===== config.mk =====
export PLATFORM = sky130hd
export DESIGN_NAME = bosc_exec
export DESIGN_NICKNAME = d
export VERILOG_FILES = /design/src/verilog/bosc_pkg.sv /design/src/verilog/bosc_stack.sv /design/src/verilog/bosc_exec.sv
export SDC_FILE = /design/constraint.sdc
export NUM_CORES = 1
export LEC_CHECK = 0
export ABC_AREA = 0
export CORE_ASPECT_RATIO = 0.9
export CORE_UTILIZATION = 56
export DETAILED_ROUTE_END_ITERATION = 7
export DONT_BUFFER_PORTS = 1
export GPL_TIMING_DRIVEN = 1
export PLACE_DENSITY_LB_ADDON = 0.05
export SLEW_MARGIN = 20
export SYNTH_ARGS = -nofsm -noshare
export SYNTH_HDL_FRONTEND = slang
export SYNTH_HIERARCHICAL = 1
export SYNTH_SLANG_ARGS = --single-unit

===== constraint.sdc =====
create_clock -name clk_i -period 1.7 [get_ports clk_i]
set_input_delay 0.17 -clock clk_i [delete_from_list [all_inputs] [get_ports clk_i]]
set_output_delay 0.17 -clock clk_i [all_outputs]
set_load 0.01 [all_outputs]

===== src/verilog/bosc_pkg.sv =====
// constants for the bit-op, skip and call execution block
// assumes 12-bit instruction words and an 11-bit program counter
package bosc_pkg;

   // ***************************************************************
   // widths
   // ***************************************************************
   localparam int INSTR_W   = 12;
   localparam int PC_W      = 11;
   localparam int DATA_W    = 8;
   localparam int FADDR_W   = 5;
   localparam int BIT_W     = 3;
   localparam int LIT_W     = 8;
   localparam int OPC_W     = 4;

   // ***************************************************************
   // instruction field positions
   // ***************************************************************
   localparam int OPC_LSB   = 8;
   localparam int BIT_LSB   = 5;
   localparam int FADDR_LSB = 0;
   localparam int LIT_LSB   = 0;

   // ***************************************************************
   // opcodes in the top nibble
   // ***************************************************************
   localparam logic [OPC_W-1:0] OPC_BIT_SET   = 4'h5;
   localparam logic [OPC_W-1:0] OPC_SKIP_ZERO = 4'h6;
   localparam logic [OPC_W-1:0] OPC_SKIP_ONE  = 4'h7;
   localparam logic [OPC_W-1:0] OPC_CALL      = 4'h9;

   // ***************************************************************
   // call target forming
   // ***************************************************************
   localparam int STATUS_PAGE_LSB = 5;
   localparam int PC_PAGE_LSB     = 9;
   localparam int PAGE_W          = 2;
   localparam int PC_ZERO_BIT     = 8;
   localparam int STACK_DEPTH     = 2;

   // ***************************************************************
   // reset values
   // ***************************************************************
   localparam logic [PC_W-1:0]   PC_RST   = 11'h000;
   localparam logic [DATA_W-1:0] DATA_RST = 8'h00;

   typedef enum logic [0:0] {
      BOSC_EXEC     = 1'b0,
      BOSC_NOP_SLOT = 1'b1
   } bosc_state_type;

endpackage


===== src/verilog/bosc_stack.sv =====
// return address stack, pushed by the call path
// assumes pop comes from the return logic outside this block
`timescale 1ns/100ps
module bosc_stack #(
   parameter int WIDTH = bosc_pkg::PC_W,
   parameter int DEPTH = bosc_pkg::STACK_DEPTH
) (
   input  wire logic             clk_i,
   input  wire logic             arst_n_i,
   input  wire logic             push_i,
   input  wire logic             pop_i,
   input  wire logic [WIDTH-1:0] push_data_i,
   output logic      [WIDTH-1:0] top_o
);
   import bosc_pkg::*;

   logic [WIDTH-1:0] mem      [DEPTH];
   logic [WIDTH-1:0] next_mem [DEPTH];

   // refuse sizes the shift logic cannot hold, at elaboration
   if (DEPTH < 1 || WIDTH < 1) begin : g_bad_size
      $error("bosc_stack: bad depth or width");
   end

   // ***************************************************************
   // shift stack: overflow silently drops the oldest entry
   // ***************************************************************
   always_comb begin
      next_mem = mem;
      if (push_i) begin
         next_mem[0] = push_data_i;
         for (int i = 1; i < DEPTH; i++) begin
            next_mem[i] = mem[i-1];
         end
      end else if (pop_i) begin
         for (int i = 0; i < DEPTH - 1; i++) begin
            next_mem[i] = mem[i+1];
         end
      end
   end

   always_ff @(posedge clk_i or negedge arst_n_i) begin
      if (!arst_n_i) begin
         for (int i = 0; i < DEPTH; i++) begin
            mem[i] <= '0;
         end
      end else begin
         mem <= next_mem;
      end
   end

   assign top_o = mem[0];

endmodule


===== src/verilog/bosc_exec.sv =====
// execution of bit set, bit test and skip, and subroutine call
// assumes a register file with combinational read and a fetch unit
// that honours instr_ready_o, discard_o and pc_load_o
//
// What this block does
// - bit set forces bit b of f
// - skip next when tested bit is one
// - skip-if-one skip: no-operation slot, two cycles
// - skip next when tested bit is zero
// - skip-if-zero skip: no-operation slot, two cycles
// - call pushes program counter plus one
// - call loads literal into pc low bits
// - call pc page from status, bit8 zero
// - call takes two instruction cycles
`timescale 1ns/100ps
module bosc_exec (
   input  wire logic                           clk_i,
   input  wire logic                           arst_n_i,
   input  wire logic [bosc_pkg::INSTR_W-1:0]   instr_i,
   input  wire logic                           instr_valid_i,
   output logic                                instr_ready_o,
   input  wire logic [bosc_pkg::PC_W-1:0]      pc_i,
   input  wire logic [bosc_pkg::DATA_W-1:0]    status_i,
   output logic      [bosc_pkg::FADDR_W-1:0]   rf_raddr_o,
   input  wire logic [bosc_pkg::DATA_W-1:0]    rf_rdata_i,
   output logic                                rf_we_o,
   output logic      [bosc_pkg::FADDR_W-1:0]   rf_waddr_o,
   output logic      [bosc_pkg::DATA_W-1:0]    rf_wdata_o,
   output logic                                status_we_o,
   output logic                                discard_o,
   output logic                                pc_load_o,
   output logic      [bosc_pkg::PC_W-1:0]      pc_target_o,
   input  wire logic                           stack_pop_i,
   output logic      [bosc_pkg::PC_W-1:0]      stack_top_o
);
   import bosc_pkg::*;

   function automatic logic bit_of(input logic [DATA_W-1:0] d, input logic [BIT_W-1:0] b);
      bit_of = d[b];
   endfunction

   function automatic logic [DATA_W-1:0] set_bit(input logic [DATA_W-1:0] d,
                                                  input logic [BIT_W-1:0]  b);
      set_bit    = d;
      set_bit[b] = 1'b1;
   endfunction

   bosc_state_type            state;
   bosc_state_type            next_state;
   logic                      next_rf_we;
   logic [FADDR_W-1:0]        next_rf_waddr;
   logic [DATA_W-1:0]         next_rf_wdata;
   logic                      next_pc_load;
   logic [PC_W-1:0]           next_pc_target;
   logic                      next_status_we;
   logic                      accept;
   logic                      push;
   logic [OPC_W-1:0]          opc;
   logic [BIT_W-1:0]          bsel;
   logic [FADDR_W-1:0]        faddr;
   logic [LIT_W-1:0]          lit;
   logic                      tested;

   assign opc        = instr_i[OPC_LSB +: OPC_W];
   assign bsel       = instr_i[BIT_LSB +: BIT_W];
   assign faddr      = instr_i[FADDR_LSB +: FADDR_W];
   assign lit        = instr_i[LIT_LSB +: LIT_W];
   assign rf_raddr_o = faddr;
   assign tested     = bit_of(rf_rdata_i, bsel);

   // no new word is taken while the discarded slot runs
   assign instr_ready_o = (state == BOSC_EXEC);
   assign accept        = instr_valid_i && instr_ready_o;
   assign discard_o     = (state == BOSC_NOP_SLOT);

   // ***************************************************************
   // decode and next values
   // ***************************************************************
   always_comb begin
      next_state     = BOSC_EXEC;
      next_rf_we     = 1'b0;
      next_rf_waddr  = rf_waddr_o;
      next_rf_wdata  = rf_wdata_o;
      next_pc_load   = 1'b0;
      next_pc_target = pc_target_o;
      next_status_we = 1'b0;
      push           = 1'b0;
      if (accept) begin
         case (opc)
            OPC_BIT_SET: begin
               next_rf_we    = 1'b1;
               next_rf_waddr = faddr;
               next_rf_wdata = set_bit(rf_rdata_i, bsel);
            end
            OPC_SKIP_ONE: begin
               if (tested) begin
                  next_state = BOSC_NOP_SLOT;
               end
            end
            OPC_SKIP_ZERO: begin
               if (!tested) begin
                  next_state = BOSC_NOP_SLOT;
               end
            end
            OPC_CALL: begin
               push           = 1'b1;
               next_pc_load   = 1'b1;
               next_pc_target = {status_i[STATUS_PAGE_LSB +: PAGE_W], 1'b0, lit};
               next_state     = BOSC_NOP_SLOT;
            end
            default: begin
               next_state = BOSC_EXEC;
            end
         endcase
      end
   end

   always_ff @(posedge clk_i or negedge arst_n_i) begin
      if (!arst_n_i) begin
         state       <= BOSC_EXEC;
         rf_we_o     <= 1'b0;
         rf_waddr_o  <= '0;
         rf_wdata_o  <= DATA_RST;
         pc_load_o   <= 1'b0;
         pc_target_o <= PC_RST;
         status_we_o <= 1'b0;
      end else begin
         state       <= next_state;
         rf_we_o     <= next_rf_we;
         rf_waddr_o  <= next_rf_waddr;
         rf_wdata_o  <= next_rf_wdata;
         pc_load_o   <= next_pc_load;
         pc_target_o <= next_pc_target;
         status_we_o <= next_status_we;
      end
   end

   // ***************************************************************
   // return stack
   // ***************************************************************
   bosc_stack #(
      .WIDTH (PC_W),
      .DEPTH (STACK_DEPTH)
   ) u_stack (
      .clk_i       (clk_i),
      .arst_n_i    (arst_n_i),
      .push_i      (push),
      .pop_i       (stack_pop_i),
      .push_data_i (PC_W'(pc_i + 1'b1)),
      .top_o       (stack_top_o)
   );
endmodule


### Word-level counts from Yosys, hierarchy flattened

Index checks and enable logic that the tools add are counted.
W data, S select, Z words.

| operators by class | value |
|---|---|
| multiplexer cells | 14 |
| reduce and logical (&&, ||, !) cells | 5 |
| equal/unequal tests | 4 |
| $add $sub $neg | 1 |
| bitwise logic cells | 2 |
| magnitude comparators | 2 |

Operator list:

| kind | count |
|---|---|
| $mux W11 | 2 |
| $eq A4 B3 Y1 const B | 3 |
| $add A11 B1 Y11 const B | 1 |
| $mux W1 | 9 |
| $or A8 B8 Y8 | 1 |
| $eq A4 B4 Y1 const B | 1 |
| $lt A3 B4 Y1 const B | 1 |
| $reduce_and A2 Y1 | 2 |
| $bmux W1 S3 | 1 |
| $demux W1 S3 | 1 |
| $ge A3 B1 Y1 const B | 1 |
| $pmux W1 S3 | 1 |
| $logic_and A1 B1 Y1 | 2 |
| $reduce_bool A2 Y1 | 1 |
| $not A1 Y1 | 1 |

| word-level totals | value |
|---|---|
| word-level logic and storage cells | 36 |
| output and inout port bits | 45 |
| bits of input ports | 43 |
| register bits after elaboration | 48 |

### Longest topological paths before layout

Gate-level depths: netlist of run 1.

| depth | value |
|---|---|
| depth in word-level cells | 5 |
| depth in mapped cells | 8 |
| depth with buffers taken out | 6 |

### Cells and area by module

The synthesis of run 1 kept the hierarchy.

By module, submodules not included:

| module | cells an instance | area an instance (sq um) | sequential area each (sq um) | times used |
|---|---|---|---|---|
| bosc_exec | 122 | 1320.0 | 650.6 | 1 |
| bosc_stack | 82 | 1046.0 | 550.5 | 1 |

### Worst setup path after synthesis of run 1

OpenSTA, ideal clock, no wires.

| timing | value |
|---|---|
| kind | reg-to-reg |
| start point | register state, in the netlist discard_o |
| end point | register u_stack/mem[2] (netlist name) |
| stages on the path, launching flop included | 8 |
| buffers on the path | 3 |
| path slack | -0.093 ns |
| setup time | 0.125 ns |
| arrival time | 1.668 ns |
| clock period less this slack | 1.793 ns |
| required time | 1.575 ns |
| cells stage by stage | dfrtp_1 > nor2b_1 > nand4b_2 > buf_2 > inv_1 > buf_6 > buf_12 > mux2_4 |

| between the ends | value |
|---|---|
| cells in the longest elaborated chain, start to end | 3 |

Ends and longest elaborated chain:

| what | RTL line | RTL |
|---|---|---|
| start: declaration | bosc_exec.sv:48 | `bosc_state_type state;` |
| start signal: assignment | bosc_exec.sv:128 | `state <= next_state;` |
| $not A1 Y1 | bosc_exec.sv:72 | `assign instr_ready_o = (state == BOSC_EXEC);` |
| $logic_and A1 B1 Y1 | bosc_exec.sv:73 | `assign accept = instr_valid_i && instr_ready_o;` |
| $mux W1 | -- |  |
| via next_pc_load | bosc_exec.sv:53 | `logic next_pc_load;` |
| end signal: assignment | bosc_stack.sv:48 | `mem <= next_mem;` |
| end: declaration | bosc_stack.sv:17 | `logic [WIDTH-1:0] mem [DEPTH];` |

The timed path passes the listed nets, and every way through them passes these cells.
A chain may end at the register's enable or synchronous reset.

### Worst setup path in the final report of run 1

| timing | value |
|---|---|
| start point | register state, in the netlist discard_o |
| end point | register u_stack/mem[0] (netlist name) |

The elaborated chain is that of the path after synthesis.

==> out/metrics.yaml, run 1 <==
grt:
  antenna_found_initial: 0
  grt_start_max_net_pins: 49
  grt_overflow_total: 0
  grt_pass1_vias: 1457
  grt_use_met2: 0.307
  grt_usage: 0.193
  grt_pass1_wl_um: 6670
  top_usage_layer: "met2"
  met1_usage: 0.233
  grtUsageMet3: 0.0656
power_and_ir_drop:
  cellLeakagePower_nw: 1.14
  p_per_area_nw_per_um2: 1010
  power_mw: 2.41
  ir_worst_vdd_uv: 710
routing:
  vias: 1381
  drt-initial-drc-count: 101
  vias_per_cell: 5.83
  route.detailed.drc: 13
  drt_wl_total_um: 3960
  drtPass1Iterations: 6
  route.antenna.remaining_nets: 0
  wire_per_inst_um: 16.7
cts:
  root_buffer: "clkbuf_8"
  clk_pin_slew_ps: 80
  cts_tree: "done"
  numCtsBuffers: 5
  clockBufferDepth: 2
  worst_skew_pair.late_latency_ps: 290
  ctsHtreeMaxLevel: 2
  cts.sinks: 48
  postCtsSetupBuffers: 0
cells_and_area:
  num-fill-cells: 362
  fin_nets: 233
  n_antenna_cell: 0
  area_growth_syn_to_layout_pct: 0.582
  drive_above_1_share: 0.196
  final_core_util: 0.584
yosys:
  synthTopCellsByArea: "dfrtp_1, mux2_2, buf_4"
  synth_commonest_cells: "dfrtp_1, nand2_1, o21ai_0, buf_4, mux2_2"
  synth_cell_types: 29
  synth_seq_cells: 48
  synth_warnings: 6
  seq_area_frac_synth: 0.508
  synth_edf_count: 0
  synth_most_common_cell: "dfrtp_1"
  synth.largest_area_cell: "dfrtp_1"
  syn_inst: 204
  synth.cell_area_sq_um: 2370
  synth_ff_type: "dfrtp_1"
  synth_area_per_cell_sq_um: 11.6
  async_reset_ff_frac: 1.00
  yosysTopAreaCellShare: 0.508
flow_run:
  drv_cap: 0
outcome:
  status: "finished, violations left"
  violations: "design-rule violations"
worst_hold_path:
  hold_class: "in -> reg"
sta:
  skew_ps: 5.69
  drv_slew: 0
  setup_tns_ps: 0
  hold_viol: 0
  period_share: 0.916
  fin_crit_ps: 1560
  setup_viol: 0
  rsz0062_at_grt: "false"
  max_freq_mhz: 642
die:
  core_area_sq_um: 4070
  die_h_um: 63.7
  pin_count: 88
  die_w_um: 70.5
  start_util: 0.581
  die_area_sq_um: 4490
  core.rowCount: 22
worst_setup_path:
  path_cells: "nor2b_4 > nand4b_4 > inv_1 > buf_12 > mux2_2"
  startpoint_type: "flop"
  worstPathArrival_ps: 1730
  crit_buf_inv: 2
  cp-end-kind: "flop"
  cpLargestDelayFamily: "flip-flops"
  critPathMaxFanout: 33
  cpMaxStageDelayCell: "dfrtp_1"
  slowest_delay_ps: 460
  worstPathRequired_ps: 1870
  critPathKind: "reg -> reg"
place:
  port_buffers: 0
  gp_congestion: 0.804
  hpwl_um: 2870
[power breakdown]
part	switching [mW]	internal [mW]	leakage, nW
combinational	0.115	0.158	0.468
sequential	0.199	1.32	0.631
clock	0.337	0.280	0.0410
total	0.651	1.75	1.14
[path summary, 6_finish.rpt]
kind,start,slack [ps],to,cells after the start
max,discard_o$_DFF_PN0_,140,u_stack/mem[0]$_DFFE_PN0P_,5
min reg2reg,u_stack/mem[10]$_DFFE_PN0P_,510,u_stack/mem[10]$_DFFE_PN0P_,1
max in group asynchronous,arst_n_i,1110,rf_waddr_o[2]$_DFFE_PN0P_,2
min,instr_i[4],30,pc_target_o[4]$_DFFE_PN0P_,1
min in group asynchronous,arst_n_i,380,u_stack/mem[8]$_DFFE_PN0P_,2
max reg2reg,discard_o$_DFF_PN0_,140,u_stack/mem[0]$_DFFE_PN0P_,5
[sequential cells by signal (all words and copies together) (netlist names)]
name,flops
pc_target_o,10
u_stack/mem,11
pc_load_o,1
u_stack/top_o,11
rf_we_o,1
rf_wdata_o,8
discard_o,1
rf_waddr_o,5
[cell type report]
class,count,area [sq um],share of cell area
multi-input cells,122,942,0.396
flip-flops and latches,48,1200,0.505
inverters,7,26.3,0.0110
clock inverters,1,5.00,0.00210
clock buffers,6,72.6,0.0305
repair buffers,5,72.6,0.0305
well taps,48,60.1,0.0252
[per-layer routing]
metal	vias up	share of wire
met5	-	0
met4	0	0.026
met3	11	0.077
met2	49	0.47
met1	673	0.42
li1	648	-
[stage by stage]
stage	instances	hold slack [ps]	area (sq um)	setup slack, ps
global route	237	7.46	2380	56.1
global placement	228	-125	2260	134
detailed placement	228	-125	2260	82.1
floorplan	205	-126	2380	0.495
finish	237	28.5	2380	143
CTS	237	14.7	2370	67.0
[cells in the final DEF (no fill, tap or decap)]
cell type	Yosys	routed
dfrtp_1	48	48
xnor2_1	7	7
o21ai_0	22	22
buf_16	0	1
ha_1	1	1
nand2_1	25	25
clkinv_2	0	1
buf_12	1	1
inv_1	7	7
nor2_1	1	1
nand3_1	6	6
nand4b_4	0	1
mux2_1	1	1
and3_1	3	3
nor2b_1	3	2
nor2b_4	0	1
clkbuf_8	0	5
buf_4	18	2
mux4_2	2	2
dlygate4sd3_1	0	1
mux2_2	15	15
mux2_4	8	8
conb_1	1	2
nand4_1	1	1
and4_1	1	1
a21oi_1	2	2
xor2_1	2	2
nand4b_1	1	1
clkbuf_1	2	1
a31oi_1	6	6
mux2i_1	12	12
[cells by family (layout without fill, tap and decap cells)]
logic type | count (synthesis) | after routing | share of synthesized area
and+or+nand+nor | 42 | 42 | 0.0862
adders and majority gates | 1 | 1 | 0.00529
xor gates and xnor gates | 9 | 9 | 0.0333
AOI/OAI and AO/OA | 30 | 30 | 0.0666
other | 1 | 2 | 0.00158
buffers and inverters | 35 | 19 | 0.103
muxes | 38 | 38 | 0.197
DFF | 48 | 48 | 0.508
[repair_timing]
item                                    4_1_cts  5_1_grt
endpoints found under the hold margin        48        0
hold buffers                                  2        0
endpoints found under the setup margin        0        2
resized for setup                             0        1
(Power assumes the default switching activity.)
==> run 2, diff against run 1 <==
CORE_UTILIZATION = 25   (was 56)
clock period = 1.95 ns   (was 1.7 ns; I/O delays follow)
==> run 2 against run 1 <==
Net effect:
- final cell count is 32% higher
- first-iteration DRC count is 81% lower
- hold slack better by 17 ps
- largest power group unchanged
- critical path depth stayed put
- power is 2.4% lower
- clock-buffer cell count is 1 higher
- utilization is 31 points lower
- the run now ends clean
- die area is 120% higher
==> out/metrics.yaml, run 2 (synthesized netlist as in run 1, its figures left out) <==
outcome:
  status: "finished, final reports clean"
worst_hold_path:
  hold_class: "in -> reg"
  worstHoldStart: "status_i[5]"
  hold_depth: 1  # unchanged
  min_to: "pc_target_o[9]$_DFFE_PN0P_"
worst_setup_path:
  reg2reg_depth: 5  # unchanged
  reg2reg_slack_ps: 260  # +120 ps
  worstPathRequired_ps: 2130  # +260 ps
  startpoint_type: "flop"
  critPathMaxFanout: 34  # +3.0%
  crit_buf_inv: 2  # unchanged
  rr_endpoint: "u_stack/mem[10]$_DFFE_PN0P_"
  cpMaxStageDelayCell: "dfrtp_1"
  worstReg2RegStart: "discard_o$_DFF_PN0_"
  worstPathArrival_ps: 1870  # +140 ps
  path_cells: "nor2b_1 > nand4b_2 > inv_1 > buf_12 > mux2_2"
  slowest_delay_ps: 430  # -30 ps
  cpLargestDelayFamily: "simple AND/OR/NAND/NOR gates"
  cp-end-kind: "flop"
  critPathKind: "reg -> reg"
place:
  hpwl_um: 3410  # +19%
  gp_congestion: 0.696  # -13%
  dp_cells: 302  # +32%
  port_buffers: 0  # unchanged
cts:
  postCtsSetupBuffers: 0  # unchanged
  cts_tree: "done"
  ctsHtreeMaxLevel: 2  # unchanged
  worst_skew_pair.late_latency_ps: 290  # about the same
  root_buffer: "clkbuf_8"
  clk_pin_slew_ps: 90  # about the same
  cts.sinks: 48  # unchanged
  numCtsBuffers: 5  # unchanged
  postCtsHoldBufs: 2  # unchanged
  clockBufferDepth: 2  # unchanged
  cts-resized-gates: 0  # unchanged
power_and_ir_drop:
  ir_worst_vdd_uv: 267  # -62%
  p_per_area_nw_per_um2: 937  # -7.3%
  power_mw: 2.35  # -2.4%
  cellLeakagePower_nw: 1.15  # +0.75%
routing:
  vias: 1387  # +0.43%
  drt_wl_total_um: 4920  # +24%
  drt-initial-drc-count: 19  # -81%
  vias_per_cell: 4.45  # -24%
  routed.top_layer: "met4"
  drtPass1Iterations: 4  # -2
  route.met3.wl_um: 326  # +6.5%
  route.antenna.remaining_nets: 0  # unchanged
  met2_wirelength_um: 2330  # +25%
  met1_length_um: 2230  # +33%
  wire_per_inst_um: 15.8  # -5.6%
  route.detailed.drc: 0  # -13
sta:
  skew_ps: 6.69  # +1.00 ps
  max_freq_mhz: 591  # -7.9%
  period_share: 0.867  # -0.0490
  rsz0062_at_grt: "false"
  drv_slew: 0  # unchanged
  setup_tns_ps: 0  # unchanged
  setup_viol: 0  # unchanged
  hold_viol: 0  # unchanged
  fin_crit_ps: 1690  # +133 ps
cells_and_area:
  n_antenna_cell: 0  # unchanged
  final_common_cell: "dfrtp_1"
  drive_above_1_share: 0.200  # +0.00423
  layout.cells.non_filler: 312  # +32%
  final_cell_mix: "dfrtp_1, nand2_1, o21ai_0"
  fin_nets: 233  # unchanged
  area_growth_syn_to_layout_pct: 5.87
die:
  die_h_um: 94.3  # +48%
  core_area_sq_um: 9170  # +120%
  die_w_um: 105  # +48%
  start_util: 0.258  # -0.323
  die_area_sq_um: 9860  # +120%
  pin_count: 88  # unchanged
  core.rowCount: 33  # +50%
grt:
  grt_overflow_total: 0  # unchanged
  grt_start_max_net_pins: 49  # unchanged
  grt_pass1_wl_um: 7760  # +16%
  antenna_found_initial: 0  # unchanged
  grt_pass1_vias: 1469  # +0.82%
  grt_usage: 0.102  # -0.0906
flow_run:
  drv_cap: 0  # unchanged
-- run 2: cell count changes in the layout (fill, tap and decap cells not counted) --
cell       previous run  this run
bufinv_16             0         1
clkbuf_1              1         0
clkbuf_8              5         7
clkinv_2              1         0
nand4b_2              0         1
nand4b_4              1         0
nor2b_1               2         3
nor2b_4               1         0
-- run 2: worst max path at each step --
| stage | startpoint | end | cells after the start |
|---|---|---|---|
| after floorplan | discard_o$_DFF_PN0_ | u_stack/mem[2]$_DFFE_PN0P_ | 7 |
| after global placement | discard_o$_DFF_PN0_ | u_stack/mem[1]$_DFFE_PN0P_ | 5 |
| after detailed placement | discard_o$_DFF_PN0_ | u_stack/mem[10]$_DFFE_PN0P_ | 5 |
| after CTS | discard_o$_DFF_PN0_ | u_stack/mem[10]$_DFFE_PN0P_ | 5 |
| after global routing | discard_o$_DFF_PN0_ | u_stack/mem[10]$_DFFE_PN0P_ | 5 |
| final | discard_o$_DFF_PN0_ | u_stack/mem[10]$_DFFE_PN0P_ | 5 |
-- run 2: cell type report --
cell class / count / area (sq um)
clock buffers: 7 / 96.3
clock inverters: 1 / 30.0
repair buffers: 5 / 72.6
multi-input cells: 122 / 926
inverters: 7 / 26.3
well taps: 122 / 153
flip-flops and latches: 48 / 1200
fillers: 972 / 6660
-- run 2: worst register-to-register path: stages (launching register included) --
cell      delay, ps
dfrtp_1         430
nor2b_1         300
nand4b_2        160
inv_1           120
buf_12          200
mux2_2          370
-- run 2: per-layer routing --
| metal | GRT usage | up-vias |
|---|---|---|
| met1 | 0.134 | 697 |
| met3 | 0.0374 | 4 |
| met2 | 0.157 | 41 |
| li1 | - | 645 |
| met5 | 0 | - |
| met4 | 0.0298 | 0 |
-- run 2: through the flow --
stage               area (sq um)  worst slack (ps)  hold WS, ps  utilization
finish                      2500               259         45.0        0.273
global route                2500               136         21.3        0.273
CTS                         2500               232         30.0        0.273
detailed placement          2340               250        -99.5        0.255
global placement            2340               299        -99.4        0.255
floorplan                   2370               157         -101            -
-- run 2: power by group --
group	internal (mW)	total [mW]	switching (mW)	leakage, nW
combinational	0.136	0.238	0.102	0.453
sequential	1.15	1.33	0.177	0.631
clock	0.453	0.784	0.331	0.0645
total	1.74	2.35	0.611	1.15
==> run 3, diff against run 2 <==
--- a/constraint.sdc
+++ b/constraint.sdc
@@ -3,2 +3,2 @@
 set_output_delay 0.195 -clock clk_i [all_outputs]
-set_load 0.01 [all_outputs]
+set_load 0.005 [all_outputs]
==> run 3 against run 2 <==
Net effect:
- sequential share of layout area grew 0.58 points
- power shrank 9.0%
- critical path depth is the same
- critical path type unchanged
- largest cell class unchanged
- global-route usage is essentially flat
- via count shrank 1.4%
==> out/metrics.yaml, run 3 (synthesized netlist as in run 1, its figures left out) <==
place:
  dp_cells: 302  # unchanged
  port_buffers: 0  # unchanged
  hpwl_um: 3420  # +0.18%
  gp_congestion: 0.716  # +2.9%
routing:
  vias_per_cell: 4.40  # -1.1%
  vias: 1368  # -1.4%
  drtPass1Iterations: 3  # -1
  route.antenna.remaining_nets: 0  # unchanged
  route.detailed.drc: 0  # unchanged
  drt-initial-drc-count: 26  # +7
  drt_wl_total_um: 4830  # -1.7%
  wire_per_inst_um: 15.5  # -1.4%
cells_and_area:
  fin_nets: 233  # unchanged
  final_cell_mix: "dfrtp_1, nand2_1, o21ai_0"
  layout.cells.non_filler: 311  # -0.32%
  final_core_util: 0.270  # -0.00328
  n_antenna_cell: 0  # unchanged
  area_growth_syn_to_layout_pct: 4.60
  drive_above_1_share: 0.196  # -0.00423
  final_common_cell: "dfrtp_1"
grt:
  grt_pass1_vias: 1513  # +3.0%
  grt_start_max_net_pins: 49  # unchanged
  grt_usage: 0.102  # +0.000151
  antenna_found_initial: 0  # unchanged
  grt_overflow_total: 0  # unchanged
  grt_pass1_wl_um: 7830  # +0.98%
power_and_ir_drop:
  cellLeakagePower_nw: 1.13  # -1.2%
  ir_worst_vdd_uv: 318  # +19%
  p_per_area_nw_per_um2: 863  # -7.9%
cts:
  cts-resized-gates: 0  # unchanged
  cts_tree: "done"
  ctsHtreeMaxLevel: 2  # unchanged
  root_buffer: "clkbuf_8"
  clk_pin_slew_ps: 80  # about the same
  cts.sinks: 48  # unchanged
  numCtsBuffers: 5  # unchanged
  clockBufferDepth: 2  # unchanged
  postCtsSetupBuffers: 0  # unchanged
  worst_skew_pair.late_latency_ps: 280  # about the same
worst_hold_path:
  hold_class: "in -> reg"
worst_setup_path:
  worstPathArrival_ps: 1860  # about the same
  path_cells: "nor2b_1 > nand4b_2 > inv_1 > buf_12 > mux2_2"
  cpLargestDelayFamily: "simple AND/OR/NAND/NOR gates"
  crit_buf_inv: 2  # unchanged
  critPathKind: "reg -> reg"
  slowest_delay_ps: 410  # -20 ps
  worstPathRequired_ps: 2130  # about the same
  critPathMaxFanout: 34  # unchanged
  cp-end-kind: "flop"
  startpoint_type: "flop"
  cpMaxStageDelayCell: "dfrtp_1"
die:
  start_util: 0.258  # unchanged
  core.rowCount: 33  # unchanged
  core_area_sq_um: 9170  # unchanged
  die_h_um: 94.3  # unchanged
  die_area_sq_um: 9860  # unchanged
  pin_count: 88  # unchanged
  die_w_um: 105  # unchanged
sta:
  drv_slew: 0  # unchanged
  skew_ps: 2.13  # -4.56 ps
  hold_viol: 0  # unchanged
  setup_viol: 0  # unchanged
  fin_crit_ps: 1680  # -10.0 ps
  max_freq_mhz: 595  # +0.60%
  period_share: 0.862  # -0.00515
  setup_tns_ps: 0  # unchanged
  rsz0062_at_grt: "false"
flow_run:
  drv_cap: 0  # unchanged
outcome:
  status: "finished, final reports clean"
[run 3: changes by cell type in the layout (fill, tap and decap cells not counted)]
cell | previous run | this run
bufinv_16 | 1 | 0
[run 3: what timing repair did]
| item | 4_1_cts | 5_1_grt |
|---|---|---|
| hold endpoints to repair | 48 | 0 |
| hold buffers | 2 | 0 |
| setup endpoints to repair | 0 | 0 |
[run 3: layer usage]
metal | track usage | routed length (um)
met4 | 0.0321 | 31
met3 | 0.0458 | 347
met1 | 0.129 | 2160
met2 | 0.156 | 2300
met5 | 0 | 0
[run 3: metrics by stage]
stage               area (sq um)  worst slack, ps  power, mW  hold WS, ps
floorplan                   2370              185       1.49         -101
global placement            2340              328       1.50        -99.4
detailed placement          2340              280       1.51        -99.5
CTS                         2470              273       2.19         38.4
global route                2470              144       2.29         25.2
finish                      2470              269       2.14         52.6
[run 3: path summary, 6_finish.rpt]
check | from | endpoint | slack (ps) | cells after the start
worst max-delay path | discard_o$_DFF_PN0_ | u_stack/mem[0]$_DFFE_PN0P_ | 270 | 5
worst min-delay path | instr_i[1] | rf_waddr_o[1]$_DFFE_PN0P_ | 50 | 1
worst max register to register | discard_o$_DFF_PN0_ | u_stack/mem[0]$_DFFE_PN0P_ | 270 | 5
worst min register to register | rf_wdata_o[1]$_DFFE_PN0P_ | rf_wdata_o[1]$_DFFE_PN0P_ | 510 | 2
max in group asynchronous | arst_n_i | pc_target_o[1]$_DFFE_PN0P_ | 1290 | 2
min in group asynchronous | arst_n_i | rf_wdata_o[2]$_DFFE_PN0P_ | 440 | 2
[run 3: final cells by class]
type / instances / area (sq um)
clock buffer: 7 / 96.3
sequential: 48 / 1200
fill: 980 / 6690
inverter: 7 / 26.3
tap: 122 / 153
timing repair buffer: 5 / 72.6
multi-input combinational: 122 / 926
[run 3: report_power, final]
group          internal, mW  switching, mW  total (mW)
clock                 0.316          0.312       0.629
combinational         0.136         0.0992       0.235
sequential             1.15          0.123        1.27
total                  1.60          0.535        2.14
